<file path="src/logic/pcs_pkg.sv">
// Package for the power-management configuration and status register bank
package pcs_pkg;
    // ------------------------------------------------------------
    // Register offsets
    // ------------------------------------------------------------
    localparam logic [7:0] OFS_CHG_TWO = 8'h05;
    localparam logic [7:0] OFS_CHG_THREE = 8'h06;
    localparam logic [7:0] OFS_BL_CTRL = 8'h07;
    localparam logic [7:0] OFS_BL_DUTY = 8'h08;
    localparam logic [7:0] OFS_MUX = 8'h09;
    localparam logic [7:0] OFS_STATE = 8'h0A;
    localparam logic [7:0] OFS_KEY = 8'h0B;
    localparam logic [7:0] OFS_GOOD = 8'h0C;
    localparam logic [7:0] OFS_GOOD_CTRL = 8'h0D;
    localparam logic [7:0] OFS_BUCK_ONE = 8'h0E;
    // ------------------------------------------------------------
    // Reset values and writable masks
    // ------------------------------------------------------------
    localparam logic [7:0] RST_CHG_TWO = 8'h80;
    localparam logic [7:0] RST_CHG_THREE = 8'hB2;
    localparam logic [7:0] RST_BL_CTRL = 8'h01;
    localparam logic [7:0] RST_ZERO = 8'h00;
    localparam logic [7:0] RST_GOOD_CTRL = 8'h0C;
    localparam logic [7:0] MSK_CHG_TWO = 8'hF0;
    localparam logic [7:0] MSK_STATE_RW = 8'h70;
    localparam logic [7:0] MSK_GOOD_RW = 8'h80;
    localparam logic [7:0] UNLOCK_VALUE = 8'h7D;
    // ------------------------------------------------------------
    // Field positions
    // ------------------------------------------------------------
    localparam int B_HALF_RATE = 7;
    localparam int B_PRE_THRESH = 6;
    localparam int B_PRE_TIME = 3;
    localparam int B_SINK_EN = 3;
    localparam int B_SINK_LEVEL = 2;
    localparam int B_OFF_REQ = 7;
    localparam int B_ADAPTER = 3;
    localparam int B_USB = 2;
    localparam int B_BUTTON = 0;
    localparam int B_MASK_A = 3;
    localparam int B_MASK_B = 2;
    localparam int B_EXT_ADJ = 7;
    localparam logic [6:0] DUTY_MAX_CODE = 7'h63;
    localparam logic [5:0] BUCK_TOP_CODE = 6'h38;
    // ------------------------------------------------------------
    // Timing
    // ------------------------------------------------------------
    localparam int CLK_HZ = 40_000_000;
    localparam int MS_20 = 20;
    localparam int MS_100 = 100;
    localparam int MS_200 = 200;
    localparam int MS_400 = 400;
    localparam int CYC_PER_MS = CLK_HZ / 1000;

    // Live analog and pin state presented to the bank
    typedef struct packed {
        logic adapter_present;
        logic usb_supply_present;
        logic button_input_pin;
        logic power_enable_pin;
        logic thermal_loop_active;
        logic path_loop_active;
        logic [6:0] rail_in_regulation;
        logic switch_rail_a_is_switch;
        logic switch_rail_b_is_switch;
    } pcs_sense_type;

    // Decoded settings handed to the analog sections
    typedef struct packed {
        logic timer_half_rate;
        logic precharge_threshold_select;
        logic [1:0] charge_voltage_select;
        logic [1:0] charge_current_select;
        logic [1:0] path_threshold_select;
        logic precharge_time_select;
        logic [1:0] termination_factor;
        logic charge_temp_window;
        logic sink_enable;
        logic sink_level_select;
        logic [1:0] dim_frequency_select;
        logic [6:0] dim_duty_percent;
        logic [2:0] analog_source_select;
        logic analog_out_enable;
        logic buck_a_external_adjust;
        logic [5:0] buck_a_voltage_code;
    } pcs_ctrl_type;
endpackage

</file>
<file path="src/logic/pcs_regs.sv">
// Configuration and status register bank of the power-management block
`timescale 1ns/1ps
module pcs_regs
    import pcs_pkg::*;
#(
    parameter logic [7:0] BUCK_ONE_RESET = 8'h18,
    parameter int DLY_20_CYC = MS_20 * CYC_PER_MS,
    parameter int DLY_100_CYC = MS_100 * CYC_PER_MS,
    parameter int DLY_200_CYC = MS_200 * CYC_PER_MS,
    parameter int DLY_400_CYC = MS_400 * CYC_PER_MS
) (
    input wire logic clk,
    input wire logic rst_b,
    input wire logic wr_en,
    input wire logic rd_en,
    input wire logic [7:0] addr,
    input wire logic [7:0] wr_data,
    input wire logic xact_end,
    input wire pcs_pkg::pcs_sense_type sense,
    output logic [7:0] rd_data,
    output pcs_pkg::pcs_ctrl_type ctrl,
    output logic rails_good_pin,
    output logic off_state,
    output logic timer_tick_enable
);
    import pcs_pkg::*;

    // ------------------------------------------------------------
    // Register storage
    // ------------------------------------------------------------
    logic [7:0] chg2_q, chg2_d;
    logic [7:0] chg3_q, chg3_d;
    logic [7:0] blc_q, blc_d;
    logic [7:0] duty_q, duty_d;
    logic [7:0] mux_q, mux_d;
    logic [7:0] st_q, st_d;
    logic [7:0] key_q, key_d;
    logic [7:0] good_rw_q, good_rw_d;
    logic [7:0] gctl_q, gctl_d;
    logic [7:0] buck_q, buck_d;
    // Unlock is one-shot; off request waits for the enable pin
    logic armed_q, armed_d;
    logic off_q, off_d;
    // Read data sits in a flop so the port is registered
    logic [7:0] rd_q, rd_d;
    logic [7:0] flags;
    logic unlocked;

    // ------------------------------------------------------------
    // Unlock, rail flags and register writes
    // ------------------------------------------------------------
    // A key write of the unlock value arms the unlock; the protected write must be the next write
    assign unlocked = armed_q;

    // Rail flags: regulation, or switch mode forces good on two rails
    always_comb begin
        flags = {1'b0, sense.rail_in_regulation};
        flags[6] = sense.rail_in_regulation[6] |
            sense.switch_rail_a_is_switch;
        flags[5] = sense.rail_in_regulation[5] |
            sense.switch_rail_b_is_switch;
        // Spare top bit reads back whatever was written
        flags = flags | (good_rw_q & MSK_GOOD_RW);
    end

    // Register writes and unlock sequencing
    always_comb begin
        chg2_d = chg2_q;
        chg3_d = chg3_q;
        blc_d = blc_q;
        duty_d = duty_q;
        mux_d = mux_q;
        st_d = st_q;
        key_d = key_q;
        good_rw_d = good_rw_q;
        gctl_d = gctl_q;
        buck_d = buck_q;
        armed_d = armed_q;
        off_d = off_q;
        // Any finished transaction after the key write clears it
        if (xact_end && !(wr_en && addr == OFS_KEY)) begin
            key_d = RST_ZERO;
        end
        // Off request waits for the enable pin to drop, then clears
        // Placed before the writes so a fresh request wins a tie
        if (off_q && !sense.power_enable_pin) begin
            off_d = 1'b0;
        end
        if (wr_en) begin
            // A write anywhere consumes the one-shot unlock
            armed_d = 1'b0;
            if (addr == OFS_CHG_TWO) begin
                // Low nibble is reserved and always reads zero
                chg2_d = wr_data & MSK_CHG_TWO;
            end else if (addr == OFS_CHG_THREE) begin
                chg3_d = wr_data;
            end else if (addr == OFS_BL_CTRL) begin
                blc_d = wr_data;
            end else if (addr == OFS_BL_DUTY) begin
                duty_d = wr_data;
            end else if (addr == OFS_MUX) begin
                mux_d = wr_data;
            end else if (addr == OFS_STATE) begin
                // Only spare bits are stored; off has its own flop
                st_d = wr_data & MSK_STATE_RW;
                if (wr_data[B_OFF_REQ]) begin
                    off_d = 1'b1;
                end
            end else if (addr == OFS_KEY) begin
                key_d = wr_data;
                armed_d = (wr_data == UNLOCK_VALUE);
            end else if (addr == OFS_GOOD) begin
                // Flags are live; only the spare top bit is stored
                good_rw_d = wr_data & MSK_GOOD_RW;
            end else if (addr == OFS_GOOD_CTRL) begin
                if (unlocked) begin
                    gctl_d = wr_data;
                end // Locked write keeps contents
            end else if (addr == OFS_BUCK_ONE) begin
                if (unlocked) begin
                    buck_d = wr_data;
                end // Locked write keeps contents
            end
        end
    end

    // ------------------------------------------------------------
    // Read-back path
    // ------------------------------------------------------------
    // Read multiplexer; unmapped offsets read zero
    always_comb begin
        rd_d = rd_q;
        if (rd_en) begin
            if (addr == OFS_CHG_TWO) begin
                rd_d = chg2_q;
            end else if (addr == OFS_CHG_THREE) begin
                rd_d = chg3_q;
            end else if (addr == OFS_BL_CTRL) begin
                rd_d = blc_q;
            end else if (addr == OFS_BL_DUTY) begin
                rd_d = duty_q;
            end else if (addr == OFS_MUX) begin
                rd_d = mux_q;
            end else if (addr == OFS_STATE) begin
                rd_d = st_q;
                // Live status bits are caught in the read flop
                rd_d[B_OFF_REQ] = off_q;
                rd_d[B_ADAPTER] = sense.adapter_present;
                rd_d[B_USB] = sense.usb_supply_present;
                rd_d[B_BUTTON] = ~sense.button_input_pin;
            end else if (addr == OFS_KEY) begin
                rd_d = key_q;
            end else if (addr == OFS_GOOD) begin
                rd_d = flags;
            end else if (addr == OFS_GOOD_CTRL) begin
                rd_d = gctl_q;
            end else if (addr == OFS_BUCK_ONE) begin
                rd_d = buck_q;
            end else begin
                rd_d = RST_ZERO;
            end
        end
    end

    // Register state; buck reset value is per-variant, hence a parameter
    always_ff @(posedge clk or negedge rst_b) begin
        if (!rst_b) begin
            chg2_q <= RST_CHG_TWO;
            chg3_q <= RST_CHG_THREE;
            blc_q <= RST_BL_CTRL;
            duty_q <= RST_ZERO;
            mux_q <= RST_ZERO;
            st_q <= RST_ZERO;
            key_q <= RST_ZERO;
            good_rw_q <= RST_ZERO;
            gctl_q <= RST_GOOD_CTRL;
            buck_q <= BUCK_ONE_RESET;
            armed_q <= 1'b0;
            off_q <= 1'b0;
            rd_q <= RST_ZERO;
        end else begin
            chg2_q <= chg2_d;
            chg3_q <= chg3_d;
            blc_q <= blc_d;
            duty_q <= duty_d;
            mux_q <= mux_d;
            st_q <= st_d;
            key_q <= key_d;
            good_rw_q <= good_rw_d;
            gctl_q <= gctl_d;
            buck_q <= buck_d;
            armed_q <= armed_d;
            off_q <= off_d;
            rd_q <= rd_d;
        end
    end
    assign rd_data = rd_q;

    // ------------------------------------------------------------
    // Timer rate, good-pin delay and off state
    // ------------------------------------------------------------
    // Half-rate toggle and registered tick
    logic half_q, half_d;
    logic tick_q, tick_d;
    // Sticky off state, entered once the enable pin drops
    logic offst_q, offst_d;
    // Good pin flop and its qualifying term
    logic pin_q, pin_d;
    logic raw_good;
    // Counter wide enough for the longest default delay
    logic [24:0] dly_q, dly_d;
    logic [24:0] dly_lim;

    // Masked linear rail flags drop out of the combined good term
    always_comb begin
        raw_good = &flags[6:2];
        if (!gctl_q[B_MASK_A]) begin
            raw_good = raw_good & flags[1];
        end
        if (!gctl_q[B_MASK_B]) begin
            raw_good = raw_good & flags[0];
        end
        // Counts are parameters so a bench can shorten them
        case (gctl_q[1:0])
            2'b00: dly_lim = 25'(DLY_20_CYC);
            2'b01: dly_lim = 25'(DLY_100_CYC);
            2'b10: dly_lim = 25'(DLY_200_CYC);
            default: dly_lim = 25'(DLY_400_CYC);
        endcase
    end

    // Good pin rises only after the delay; falls at once
    always_comb begin
        dly_d = dly_q;
        pin_d = 1'b0;
        // One bad cycle restarts the whole delay
        if (!raw_good) begin
            dly_d = '0;
        end else if (dly_q < dly_lim) begin
            dly_d = dly_q + 25'd1;
        end else begin
            pin_d = 1'b1;
        end
        // Timer tick runs every cycle, or every other one when slowed
        half_d = ~half_q;
        tick_d = 1'b1;
        if (chg2_q[B_HALF_RATE] &&
            (sense.thermal_loop_active || sense.path_loop_active)) begin
            tick_d = half_q;
        end
        offst_d = offst_q |
            (off_q && !sense.power_enable_pin);
    end

    // Timer, good-pin and off-state flops
    always_ff @(posedge clk or negedge rst_b) begin
        if (!rst_b) begin
            dly_q <= '0;
            pin_q <= 1'b0;
            half_q <= 1'b0;
            tick_q <= 1'b0;
            offst_q <= 1'b0;
        end else begin
            dly_q <= dly_d;
            pin_q <= pin_d;
            half_q <= half_d;
            tick_q <= tick_d;
            offst_q <= offst_d;
        end
    end
    assign rails_good_pin = pin_q;
    assign timer_tick_enable = tick_q;
    assign off_state = offst_q;

    // ------------------------------------------------------------
    // Decoded controls to the analog sections
    // ------------------------------------------------------------
    // Next and registered decode
    pcs_ctrl_type ctrl_d;
    pcs_ctrl_type ctrl_q;
    always_comb begin
        ctrl_d.timer_half_rate = chg2_q[B_HALF_RATE];
        ctrl_d.precharge_threshold_select = chg2_q[B_PRE_THRESH];
        ctrl_d.charge_voltage_select = chg2_q[5:4];
        ctrl_d.charge_current_select = chg3_q[7:6];
        ctrl_d.path_threshold_select = chg3_q[5:4];
        ctrl_d.precharge_time_select = chg3_q[B_PRE_TIME];
        ctrl_d.termination_factor = chg3_q[2:1];
        ctrl_d.charge_temp_window = chg3_q[0];
        ctrl_d.sink_enable = blc_q[B_SINK_EN];
        ctrl_d.sink_level_select = blc_q[B_SINK_LEVEL];
        ctrl_d.dim_frequency_select = blc_q[1:0];
        // Duty above the top code means fully dark
        if (duty_q[6:0] > DUTY_MAX_CODE) begin
            ctrl_d.dim_duty_percent = '0;
        end else begin
            ctrl_d.dim_duty_percent = duty_q[6:0] + 7'd1;
        end
        // Codes with no source leave the mux output floating
        ctrl_d.analog_source_select = mux_q[2:0];
        ctrl_d.analog_out_enable = (mux_q[2:0] != 3'h0) &&
            (mux_q[2:0] < 3'h6);
        ctrl_d.buck_a_external_adjust = buck_q[B_EXT_ADJ];
        // Codes past the top saturate to the top voltage
        if (buck_q[5:0] >= BUCK_TOP_CODE) begin
            ctrl_d.buck_a_voltage_code = BUCK_TOP_CODE;
        end else begin
            ctrl_d.buck_a_voltage_code = buck_q[5:0];
        end
    end

    // Decode is registered so every control leaves a flop
    always_ff @(posedge clk or negedge rst_b) begin
        if (!rst_b) begin
            ctrl_q <= '0;
        end else begin
            ctrl_q <= ctrl_d;
        end
    end
    assign ctrl = ctrl_q;
endmodule

</file>
<file path="config.mk">
export PLATFORM = sky130hd
export DESIGN_NAME = pcs_regs
export DESIGN_NICKNAME = d
export VERILOG_FILES = /design/src/logic/pcs_pkg.sv /design/src/logic/pcs_regs.sv
export SDC_FILE = /design/constraint.sdc
export NUM_CORES = 1
export LEC_CHECK = 0
export ABC_CLOCK_PERIOD_IN_PS = 3300
export BUFFER_PORTS_ARGS = -buffer_cell sky130_fd_sc_hd__buf_2
export CAP_MARGIN = 20
export CORE_MARGIN = 10
export CORE_UTILIZATION = 58
export DETAILED_ROUTE_END_ITERATION = 10
export PLACE_DENSITY = 0.8
export SYNTH_ARGS = -nofsm -noshare
export SYNTH_HDL_FRONTEND = slang
export SYNTH_SLANG_ARGS = --single-unit
</file>
<file path="constraint.sdc">
create_clock -name clk -period 3.3 [get_ports clk]
set_clock_uncertainty 0.05 [all_clocks]
set_input_delay 0.165 -clock clk [delete_from_list [all_inputs] [get_ports clk]]
set_output_delay 0.165 -clock clk [all_outputs]
set_load 0.01 [all_outputs]
</file>
[Word level (Yosys, flattened, before mapping)]
Cells that the tools add are included.
Word-level totals
  word-level logic and storage cells: 136
  bits in registers: 137
  output and inout port bits: 45
  bits in latches: 0
  memories: 0
  bits in read-only memories: 0
  memory bits (writable): 0
Operators by class
  equal/unequal tests: 14
  $mul: 0
  bitwise logic cells: 17
  reduce and logical (&&, ||, !) cells: 20
  muxes and demuxes: 45
  shifts and indexed selects: 0
  divide/modulo/power cells: 0
  add/subtract/negate cells: 2
  magnitude comparators: 4
Operators with widths (count)
  8-bit 2-to-1 mux: 19
  24-bit case mux with 3 select lines: 1
  8-bit by 4-bit equality test with 1-bit output (second input constant): 7
  25-bit 2-to-1 mux: 2
  25-bit by 1-bit adder with 25-bit output (second input constant): 1
  25-bit < comparator: 1
  8-bit by 3-bit equality test with 1-bit output (second input constant): 3
  1-bit 2-to-1 mux: 21
  12-bit AND reduction: 1
  1-bit NOT: 11
  11-bit AND reduction: 1
  5-bit AND reduction: 2
  9-bit AND reduction: 1
  8-bit by 7-bit equality test with 1-bit output (second input constant): 1
  7-bit by 8-bit bitwise OR with 8-bit output: 1
  7-bit by 1-bit adder with 7-bit output (second input constant): 1
  7-bit > comparator (second input constant): 1
  7-bit 2-to-1 mux: 1
  7-bit AND reduction: 1
  6-bit greater-or-equal comparator (second input constant): 1
  6-bit 2-to-1 mux: 1
  6-bit AND reduction: 1
  1-bit logical AND: 5
  4-bit AND reduction: 1
  other kinds (12): 16

[Depth between registers and ports, before layout]
  depth in word-level cells: 13
  gate-level depth with buffers: 11
  mapped depth without buffers: 10

[Least setup slack after synthesis]
Ideal clock, no wire load.
  path kind: reg-to-reg
  from: register gctl_q[1]
  to: register dly_q[22]
  library setup time: 0.078 ns
  path buffers: 0
  slack: 0.641 ns
  required time: 3.172 ns
  data arrival time: 2.531 ns
  stages on the path, launching flop included: 10
  path through: dfrtp_1 inv_1 ha_1 ha_1 a21oi_1 o21ai_1 a2111oi_4 nand3_2 or4_1 a21oi_1
Between the ends
  cells in the longest elaborated chain, start to end: 4
  elaborated cells on any way between the ends: 6
Ends and longest elaborated chain
  start: declaration: line pcs_regs.sv:39  | logic [7:0] gctl_q, gctl_d;
  start signal: assignment: line pcs_regs.sv:190  | gctl_q <= gctl_d;
  2-bit equality test, or another cell as far along: line pcs_regs.sv:224  | case (gctl_q[1:0])
  24-bit case mux with 3 select lines (*): line pcs_regs.sv:224
  25-bit < comparator (*): line pcs_regs.sv:239  | end else if (dly_q < dly_lim) begin
  2-bit by 1-bit != test with 1-bit output (no line) (*)
  end signal: assignment: line pcs_regs.sv:264  | dly_q <= dly_d;
  end: declaration: line pcs_regs.sv:211  | logic [24:0] dly_q, dly_d;
Every way passes the cells marked *; elsewhere a longest branch is shown, timed or not.
A chain may end at the register's enable or synchronous reset.

[Final worst setup path]
  from: register gctl_q[1]
  to: register dly_q[23]
Same word-level chain as after synthesis.

==> results.yml <==
run_status:
  status: "completed"
floorplan:
  die_area_sq_mm: 0.0158
  start_util_pct: 59.4
  rows: 38
  coreArea_sq_mm: 0.0109
  die_w_microns: 126
  die_height_microns: 126
  num_io_pins: 81
clocking:
  numClockSinks: 137
  post_cts_buffers: 0
  cts_root_buffer: "clkbuf_8"
  cts_hold_buf: 16
  cts_resized: 0
  cts_tree: "yes"
  insertion_delay_ps: 530
  cts_buffers: 17
  clk_pin_slew_ps: 60
  cts_max_level: 4
  cts_buffer_depth: 2
yosys:
  synth-seq-area-share_pct: 53.2
  ys_seq_elements: 137
  syn_avg_cell_area_sq_um: 11.3
  synth_area_sq_mm: 0.00647
  synth_edf_count: 0
  async_flop_share_pct: 100
  yosysTopAreaCellShare_pct: 49.1
  synth_cells: 571
  synth_warnings: 0
  yosys.cell_types.count: 58
  syn-num-nets: 627
  synth.area.top_cells: "dfrtp_1 (49%), mux2_2 (10%), dfstp_2 (4.1%)"
  synth_flop_cell: "dfrtp_1"
  yosysTopAreaCell: "dfrtp_1"
sta:
  setup_slack_ps: 417
  rsz0062_at_grt: "no"
  fin_tns_setup_ps: 0
  fmax_ghz: 0.347
  period_share_pct: 87.4
  worst_pin_slew_ps: 677
  maxSlewViolCount: 0
  timing.hold.ws_ps: 88.9
  setup_viol: 0
  maxSlewHeadroom_pct: 54.8
  min_period_ps: 2880
  hold_violations: 0
placed_design:
  port_buffers: 80
  place_ws_ps: 478
  place.gp.congestion: 0.917
  dp_hpwl_mm: 11.2
worst_hold_path:
  hold_path_class: "in2reg"
  min_from: "wr_data[4]"
  holdPathStages: 2
  holdPathEnd: "chg2_q[4]$_DFFE_PN0P_"
final_layout:
  mostFrequentLayoutCells: "dfrtp_1 (127), buf_2 (79), mux2_2 (59), nor2_1 (43), nand2_1 (39)"
  mostFrequentLayoutCell: "dfrtp_1"
  antenna_cells: 0
  largest_reg_flops: 34
  final_nets: 723
  drive_above_1_share_pct: 29.7
  fin_util_pct: 71.2
  syn2layout_area_growth_pct: 19.9
setup_path:
  reg2reg_slack_ps: 420
  crit_fanout: 11
  r2r-start: "gctl_q[1]$_DFFE_PN0P_"
  r2r_end: "dly_q[23]$_DFFE_PN0P_"
  startpoint_type: "flip-flop"
  critical_path_arrival_ps: 3290
  crit_type: "reg2reg"
  cp-end-kind: "flip-flop"
  reg2regPathDepth: 10
  required_ps: 3700
routing:
  drc: 0
  vias: 4948
  detail-route-antenna-nets: 0
  drtPass1Iterations: 5
  wl_per_cell_microns: 19.6
  vias_per_cell: 6.03
  wl_mm: 16.0
  drtIter0Drc: 468
grt:
  grt_pass1_vias: 5172
  grt-ovfl-total: 0
  track_usage_pct: 20.7
  grt_pass1_wl_mm: 26.7
  antenna_found_initial: 0
  grt_max_degree: 120
flow_run:
  cap_violations: 0
power:
  power.leakage_nw: 3.73
  irDropWorstVdd_mv: 0.501
  power_density_mw_per_mm2: 491
cell usage after synthesis (16+ instances only):
cell type / number
clkbuf_1: 21
ha_1: 20
mux2_2: 59
nand2_1: 39
inv_1: 17
nand3_1: 18
a21oi_1: 29
o21ai_0: 27
xor2_1: 17
nor2_1: 43
dfrtp_1: 127
mux2i_1: 16
routing by layer:
layer	part of all wire, %	up-vias	GRT usage, %
met5	0	-	0
met4	2.2	0	8.40
met1	40	2477	25.1
met3	7.3	35	6.29
li1	-	2239	-
met2	50	197	33.7
power by group:
part	internal [W]	total, W	switching [W]
registers	0.00173	0.00176	0.0000294
logic	0.0000993	0.000247	0.000147
clock network	0.00109	0.00180	0.000707
cell families (layout without fill, tap and decap cells):
family / Yosys count / after routing / synth area share, %
buffers and inverters: 47 / 156 / 2.82
and+or+nand+nor: 175 / 175 / 14.6
AOI/OAI and AO/OA: 95 / 95 / 9.29
adders and majority gates: 20 / 20 / 3.87
xor gates and xnor gates: 20 / 20 / 2.71
muxes: 77 / 77 / 13.4
DFF: 137 / 137 / 53.2
through the flow:
step / power (W) / cells / cell area (sq um)
after global routing: 0.00395 / 820 / 7750
after floorplan: 0.00189 / 571 / 6470
after global placement: 0.00201 / 770 / 6990
final: 0.00381 / 820 / 7750
after CTS: 0.00383 / 818 / 7710
after detailed placement: 0.00202 / 770 / 6990
area by class of cell:
type	count	area, sq um
Sequential cell	137	3440
Timing Repair Buffer	106	664
Multi-Input combinational cell	387	2840
Tap cell	140	175
Clock inverter	11	121
Fill cell	732	3140
Clock buffer	21	439
Inverter	18	67.6
worst max path at each step:
stage / cells after the start / slack [ps] / endpoint / start
after floorplan: 9 / 640 / dly_q[22]$_DFFE_PN0P_ / gctl_q[1]$_DFFE_PN0P_
after global placement: 10 / 610 / dly_q[21]$_DFFE_PN0P_ / gctl_q[1]$_DFFE_PN0P_
after detailed placement: 10 / 480 / dly_q[23]$_DFFE_PN0P_ / gctl_q[1]$_DFFE_PN0P_
after CTS: 10 / 450 / dly_q[23]$_DFFE_PN0P_ / gctl_q[1]$_DFFE_PN0P_
after global routing: 10 / 170 / dly_q[23]$_DFFE_PN0P_ / gctl_q[1]$_DFFE_PN0P_
final: 10 / 420 / dly_q[23]$_DFFE_PN0P_ / gctl_q[1]$_DFFE_PN0P_
critical path: stages, from the launching register on:
cell	delay (ps)
dfrtp_1	430
inv_1	120
ha_1	230
ha_1	300
a21oi_1	140
o21ai_1	130
a2111oi_4	440
buf_4	250
nand4_1	190
or3_1	380
a21oi_1	150
(Power assumes the default switching activity.)
